File: src/adsp_pkg.sv
// Constants and types of the four-channel converter scan port
package adsp_pkg;

   ////////////////////////////////////////////////////////////////////////////
   localparam int DATA_W = 8;
   localparam int CHAN_N = 4;
   localparam int CHAN_W = 2;

   // Upper register (channel_control_status) point positions
   localparam int CCS_IND_LSB = 0;
   localparam int CCS_SEL_LO_BIT = 4;
   localparam int CCS_SEL_HI_BIT = 5;
   localparam int CCS_SINGLE_EN_BIT = 6;
   localparam int CCS_SCAN_ALL_BIT = 7;

   // Reset values and the channel range ends
   localparam logic [7:0] CONVERSION_DATA_RST = 8'h00;
   localparam logic [3:0] INDICATOR_RST = 4'h0;
   localparam logic [1:0] FIRST_CHANNEL = 2'h0;
   localparam logic [1:0] LAST_CHANNEL = 2'h3;

   // Code range of one result
   localparam logic [7:0] CODE_LOW_LIMIT = 8'h00;
   localparam logic [7:0] CODE_HIGH_LIMIT = 8'hff;

   // Timing: a conversion that takes longer than this is abandoned and the next channel requested
   localparam real CLOCK_MHZ = 100.0;
   localparam real CONV_TIME_MS = 2.0;
   localparam int CONV_TIMEOUT_CYC = int'(CONV_TIME_MS * 1000.0 * CLOCK_MHZ);

   ////////////////////////////////////////////////////////////////////////////
   typedef struct packed {
      logic scan_all;
      logic single_en;
      logic [1:0] select;
   } adsp_ctrl_s;

   localparam adsp_ctrl_s CTRL_RST = '{scan_all: 1'b0, single_en: 1'b0, select: 2'h0};

   typedef struct packed {
      logic ack;
      logic [7:0] data;
   } adsp_conv_s;

   typedef enum logic [1:0] {
      CONV_IDLE,
      CONV_REQ,
      CONV_RELEASE
   } adsp_conv_e;

endpackage : adsp_pkg

File: src/adsp_scan_port.sv
// Channel sequencing, result store and 16-point I/O image of the scan port
`timescale 1ns/100ps
// Overview of operation
// RULE1: One channel result presented per CPU scan; sequence wraps to channel 1.
// RULE2: No channel is skipped, so all-channel scan steps through channels 1 to 4 in turn.
// RULE3: Conversion runs continuously, independent of scans; handover follows scan.
// RULE4: Image is two 8-bit registers, some points CPU inputs, others CPU outputs.
// RULE5: Upper register top point enables all-channel scan; else single select applies.
// RULE6: First scan after enable shows channel 1; none shown when nothing selected.
// RULE7: Select points: 00 ch1, low-only ch2, high-only ch3, both ch4.
// RULE8: Single select points are ignored while all-channel scan is enabled.
// RULE9: Low four upper points are one-hot active channel indicators to the CPU.
// RULE10: Lower register holds presented result as unsigned binary, bit n weight 2^n.
// RULE11: Range low limit codes 0, high limit codes 255, linear steps.
// RULE12: CPU must read indicators on same scan to attribute shared data.
// RULE13: Data and indicators update together on the same scan boundary.
module adsp_scan_port #(
   parameter int CONV_TIMEOUT = adsp_pkg::CONV_TIMEOUT_CYC
) (
   input wire logic clock,
   input wire logic reset,
   input wire logic scan_pulse,
   input wire logic image_out_wr,
   input wire logic [7:0] image_out_data,
   output logic [7:0] conversion_data,
   output logic [7:0] channel_control_status,
   output logic conv_req,
   output logic [adsp_pkg::CHAN_W-1:0] conv_channel,
   input wire logic conv_ack,
   input wire logic [adsp_pkg::DATA_W-1:0] conv_data
);
   import adsp_pkg::*;

   ////////////////////////////////////////////////////////////////////////////
   // CPU output points
   adsp_ctrl_s ctrl_reg;
   logic prev_scan_all_reg;

   always_ff @(posedge clock) begin
      if (reset) begin
         ctrl_reg <= CTRL_RST;
      end else if (image_out_wr) begin
         // Indicator points are inputs to the CPU, so bits 3:0 of a write are dropped
         ctrl_reg.scan_all <= image_out_data[CCS_SCAN_ALL_BIT]; // see RULE4
         ctrl_reg.single_en <= image_out_data[CCS_SINGLE_EN_BIT];
         ctrl_reg.select <= {image_out_data[CCS_SEL_HI_BIT], image_out_data[CCS_SEL_LO_BIT]};
      end
   end

   ////////////////////////////////////////////////////////////////////////////
   // Converter handshake; the converter sits outside this clock, so sync its lines
   adsp_conv_s conv_meta_reg;
   adsp_conv_s conv_sync_reg;
   adsp_conv_e conv_state_reg;
   logic [31:0] conv_timer_reg;
   logic [DATA_W-1:0] result_mem [CHAN_N];

   always_ff @(posedge clock) begin
      if (reset) begin
         conv_meta_reg <= '0;
         conv_sync_reg <= '0;
      end else begin
         conv_meta_reg <= '{ack: conv_ack, data: conv_data};
         conv_sync_reg <= conv_meta_reg;
      end
   end

   // Free running round robin, unaware of the CPU scan timing
   always_ff @(posedge clock) begin
      if (reset) begin
         conv_state_reg <= CONV_IDLE;
         conv_req <= 1'b0;
         conv_channel <= FIRST_CHANNEL;
         conv_timer_reg <= '0;
      end else begin
         case (conv_state_reg)
            CONV_IDLE: begin
               if (!conv_sync_reg.ack) begin
                  conv_req <= 1'b1; // see RULE3
                  conv_timer_reg <= '0;
                  conv_state_reg <= CONV_REQ;
               end
            end
            CONV_REQ: begin
               conv_timer_reg <= conv_timer_reg + 32'h1;
               // Data is held stable by the converter while ack is high
               if (conv_sync_reg.ack) begin
                  conv_req <= 1'b0;
                  conv_state_reg <= CONV_RELEASE;
               end else if (conv_timer_reg >= 32'(CONV_TIMEOUT - 1)) begin
                  // A hung converter would freeze every channel; abandon and move on
                  conv_req <= 1'b0;
                  conv_state_reg <= CONV_RELEASE;
               end
            end
            CONV_RELEASE: begin
               if (!conv_sync_reg.ack) begin
                  conv_channel <= conv_channel + 2'h1; // see RULE3
                  conv_state_reg <= CONV_IDLE;
               end
            end
            default: begin
               conv_req <= 1'b0;
               conv_state_reg <= CONV_IDLE;
            end
         endcase
      end
   end

   // One result slot per channel, written only when that channel finished
   generate
      for (genvar ch = 0; ch < CHAN_N; ch++) begin : g_slot
         always_ff @(posedge clock) begin
            if (reset) begin
               result_mem[ch] <= CODE_LOW_LIMIT;
            end else if (conv_state_reg == CONV_REQ && conv_sync_reg.ack &&
                         conv_channel == CHAN_W'(ch)) begin
               // Unsigned 8-bit code, 00 at range low through ff at range high
               result_mem[ch] <= conv_sync_reg.data; // see RULE10 see RULE11
            end
         end
      end
   endgenerate

   ////////////////////////////////////////////////////////////////////////////
   // Scan boundary: choose the channel to present
   logic [CHAN_W-1:0] shown_chan_reg;
   logic [CHAN_W-1:0] next_chan;
   logic next_valid;
   logic [3:0] indicator_reg;

   always_comb begin
      next_chan = shown_chan_reg;
      next_valid = 1'b0;
      if (ctrl_reg.scan_all) begin
         next_valid = 1'b1;
         // Select points are not looked at in this mode
         if (!prev_scan_all_reg || shown_chan_reg == LAST_CHANNEL) begin // see RULE8
            next_chan = FIRST_CHANNEL; // see RULE6 see RULE1
         end else begin
            next_chan = shown_chan_reg + 2'h1; // see RULE5 see RULE2
         end
      end else if (ctrl_reg.single_en) begin
         next_valid = 1'b1;
         next_chan = ctrl_reg.select; // see RULE7
      end
   end

   always_ff @(posedge clock) begin
      if (reset) begin
         prev_scan_all_reg <= 1'b0;
         shown_chan_reg <= FIRST_CHANNEL;
      end else if (scan_pulse) begin
         prev_scan_all_reg <= ctrl_reg.scan_all;
         shown_chan_reg <= next_chan;
      end
   end

   // Data and indicator change in the same edge so they never disagree
   always_ff @(posedge clock) begin
      if (reset) begin
         conversion_data <= CONVERSION_DATA_RST;
         indicator_reg <= INDICATOR_RST;
      end else if (scan_pulse) begin
         if (next_valid) begin
            conversion_data <= result_mem[next_chan]; // see RULE13 see RULE1
            indicator_reg <= 4'h1 << next_chan; // see RULE9
         end else begin
            indicator_reg <= INDICATOR_RST; // see RULE6
         end
      end
   end

   ////////////////////////////////////////////////////////////////////////////
   // Upper register read image
   always_ff @(posedge clock) begin
      if (reset) begin
         channel_control_status <= 8'h00;
      end else begin
         channel_control_status <= {ctrl_reg.scan_all, ctrl_reg.single_en, ctrl_reg.select,
                                    (scan_pulse ? (next_valid ? 4'h1 << next_chan : INDICATOR_RST)
                                                : indicator_reg)}; // see RULE13 see RULE4
      end
   end

endmodule : adsp_scan_port

File: config.mk
export PLATFORM = sky130hd
export DESIGN_NAME = adsp_scan_port
export DESIGN_NICKNAME = d
export VERILOG_FILES = /design/src/adsp_pkg.sv /design/src/adsp_scan_port.sv
export SDC_FILE = /design/constraint.sdc
export NUM_CORES = 1
export LEC_CHECK = 0
export BUFFER_PORTS_ARGS = -buffer_cell sky130_fd_sc_hd__buf_4
export CORE_ASPECT_RATIO = 1.75
export CORE_UTILIZATION = 45
export CTS_CLUSTER_SIZE = 16
export DETAILED_ROUTE_END_ITERATION = 8
export SLEW_MARGIN = 10
export SYNTH_ARGS = -nofsm -noshare
export SYNTH_HDL_FRONTEND = slang
export SYNTH_SLANG_ARGS = --single-unit
File: constraint.sdc
create_clock -name clock -period 4.83 [get_ports clock]
set_input_delay 0.2415 -clock clock [delete_from_list [all_inputs] [get_ports clock]]
set_output_delay 0.2415 -clock clock [all_outputs]
set_load 0.05 [all_outputs]
==> flow_metrics.tcl <==
set metrics [dict create \
    dpl.hpwl_um 7170 \
    wl_per_cell_um 16.3 \
    pwr-share-comb_pct 12.1 \
    slew_headroom_pct 42.3 \
    die_w_um 81.0 \
    synth_area_um2 4920 \
    grt_max_degree 67 \
    die_h_um 140 \
    num_antenna_cells 0 \
    clock_latency_ps 350 \
    max_cap_viol_count 0 \
    ys.flop_type "dfxtp_1" \
    switching_power_w 0.000528 \
    via_count 3721 \
    finalCritPeriodShare_pct 50.9 \
    final_cell_area_um2 5470 \
    switching_share_pct 27.2 \
    port_buffers 35 \
    grt_usage_pct 19.7 \
    drt-initial-drc-count 263 \
    htreeDepth 3 \
    rows 50 \
    r2r-end "conv_timer_reg[25]$_SDFFE_PP0P_" \
    dieArea_um2 11400 \
    antenna_found_initial 0 \
    synth.top_cell.area_share_pct 31.7 \
    synth.area.top_cells "dfxtp_1, edfxtp_1, and3_1, mux2i_1, o21ai_0" \
    setup_viol 0 \
    r2r_start "conv_timer_reg[9]$_SDFFE_PP0P_" \
    internal_power_w 0.00141 \
    slew_viol_final 0 \
    worstSetupEndpointType "flop" \
    reg2reg_slack_ps 2370 \
    pwr-share-seq_pct 52.3 \
    overflow 0 \
    period_needed_ps 2460 \
    yosysSeqAreaShare_pct 51.3 \
    cts_buffers 9 \
    syn_avg_cell_area_um2 10.1 \
    worst_slew_pin_slew_ps 863 \
    crit_fanout 14 \
    route.detailed.drc 0 \
    cts.sinks 110 \
    startpoint_type "flop" \
    cts.path.max_buffers 2 \
    core_um2 10700 \
    hp-class "primary input to flop" \
    skew_ps 7.04 \
    cellLeakagePower_nw 2.21 \
    synthArstFlopShare_pct 0 \
    multiInputGateArea_um2 2200 \
    cp_data_required_time_ps 5050 \
    gp_congestion 0.821 \
    ir_drop_uv 214 \
    hold_viol 0 \
    fin_setup_tns_ps 0 \
    rsz0062_at_grt "false" \
    area_delta_synth_final_pct 11.2 \
    worstRegToRegCells 5 \
    first_pass_iters 5 \
    synth-seq-cells 110 \
    status "completed" \
    initial_core_util_pct 46.0 \
    arrival_ps 2670 \
    seq_area_um2 2520 \
    fmax_ghz 0.407 \
    nets 528 \
    placed_cells 620 \
    min_path_cells 2 \
    power_density_nw_per_um2 355 \
    cts_resized 0 \
    drt-total-wl_um 10400 \
    fin_cells 635 \
    io_pins 40 \
    place_area_um2 5200 \
    cts_root_buffer "clkbuf_16" \
    p_clk_share_pct 35.5 \
    worstHoldStart "conv_data[1]" \
    ant_nets 0 \
    syn-num-nets 515 \
    synth_cell_types 63 \
    synth_warnings 0 \
    cts_tree "built" \
    grt_pass1_wl_um 17200 \
    path_class "flop to flop" \
    min_to "conv_meta_reg[1]$_SDFF_PP0_" \
    yosys.area.top_type "dfxtp_1" \
    cts_setup_buffers 0 \
    drive_gt1_share_pct 14.5 \
    synth_cells 488 \
    clk_pin_slew_ps 70 \
    grt_pass1_vias 3572 \
    postCtsHoldBufs 0 \
    vias_per_cell 5.86 \
    synth_edf_count 32 \
    fillCellCount 966 \
]
worst max-delay path by stage:
stage                                   startpoint                              end  slack, ps  depth (start not counted)
finish              conv_timer_reg[9]$_SDFFE_PP0P_  conv_timer_reg[25]$_SDFFE_PP0P_       2370                          5
global route        conv_timer_reg[9]$_SDFFE_PP0P_  conv_timer_reg[25]$_SDFFE_PP0P_       2190                          5
floorplan           conv_timer_reg[0]$_SDFFE_PP0P_  conv_timer_reg[22]$_SDFFE_PP0P_       3020                          6
detailed placement  conv_timer_reg[9]$_SDFFE_PP0P_  conv_timer_reg[25]$_SDFFE_PP0P_       2400                          5
CTS                 conv_timer_reg[9]$_SDFFE_PP0P_  conv_timer_reg[25]$_SDFFE_PP0P_       2390                          5
global placement    conv_timer_reg[9]$_SDFFE_PP0P_  conv_timer_reg[25]$_SDFFE_PP0P_       2500                          5
cells in the final DEF, fill, tap and decap left out, drive strengths merged, types with 2 or more instances in the layout:
cell    instances
nand4          16
nand3          15
nor2           33
and3           38
a41oi           2
a21o            6
ha              6
and4            3
nor4b           2
buf            37
nor3           14
nand2          24
a211oi          2
or4             3
o31ai           3
o311ai          4
nor3b           2
inv            11
dfxtp          78
o21ai          31
a31oi           9
or2             3
nand2b          3
clkbuf          9
a21oi          22
o41ai           2
and2            3
nand4b          2
mux2i          16
nor4            8
nand3b          2
o211ai          4
a221o           8
mux2            8
a22oi           3
nor2b          23
clkinv          3
edfxtp         32
logic make-up after synthesis:
| group | share of synthesized area [%] |
|---|---|
| xor gates and xnor gates | 0.178 |
| adders and majority gates | 1.53 |
| buffers and inverters | 4.07 |
| muxes | 5.09 |
| DFF | 51.3 |
| AOI/OAI and AO/OA | 13.8 |
| and+or+nand+nor | 24.0 |
layer usage:
metal	global-route usage [%]	vias to the layer above	routed length [um]
li1	-	1841	-
met1	22.2	1807	4290
met2	36.0	63	5710
met3	3.45	10	260
met4	6.95	0	122
met5	0	-	0
power groups by stage:
| stage | Combinational, W | Clock [W] | Sequential (W) |
|---|---|---|---|
| floorplan | 0.000152 | 0 | 0.00105 |
| global placement | 0.000231 | 0 | 0.00104 |
| detailed placement | 0.000236 | 0 | 0.00104 |
| CTS | 0.000237 | 0.000708 | 0.00102 |
| global route | 0.000258 | 0.000746 | 0.00102 |
| finish | 0.000236 | 0.000689 | 0.00102 |
metrics by stage:
stage	power, W	worst slack, ps	utilization [%]	hold WS [ps]
2_1_floorplan	0.00120	3020	-	370
3_3_place_gp	0.00127	2500	48.6	418
3_5_place_dp	0.00127	2400	48.6	422
4_1_cts	0.00196	2390	51.1	92.9
5_1_grt	0.00203	2190	51.1	111
6_report	0.00194	2370	51.1	105
critical path, stage by stage, from the launching register on:
cell      delay (ps)
dfxtp_1          470
nand3_1          310
nor4_4           810
nand4_1          250
o311ai_0         360
o31ai_1          130
layout make-up:
cell class	instances	share of cell area, %
Sequential cell	110	46.1
Multi-Input combinational cell	334	40.2
Timing Repair Buffer	37	5.08
Clock buffer	9	4.12
Tap cell	130	2.97
Clock inverter	6	0.869
Inverter	9	0.618
cell usage after synthesis, drive strengths merged, types with 3 or more instances:
master and n:
a21o 6, a21oi 22, a221o 8, a22oi 3
a31oi 9, and2 3, and3 38, and4 3
buf 17, clkbuf 18, dfxtp 78, edfxtp 32
ha 6, inv 9, mux2 8, mux2i 16
nand2 24, nand2b 3, nand3 15, nand4 16
nor2 33, nor2b 23, nor3 14, nor4 8
o211ai 4, o21ai 31, o311ai 4, o31ai 3
or2 3, or4 3
Power figures use the tool's default switching activity.
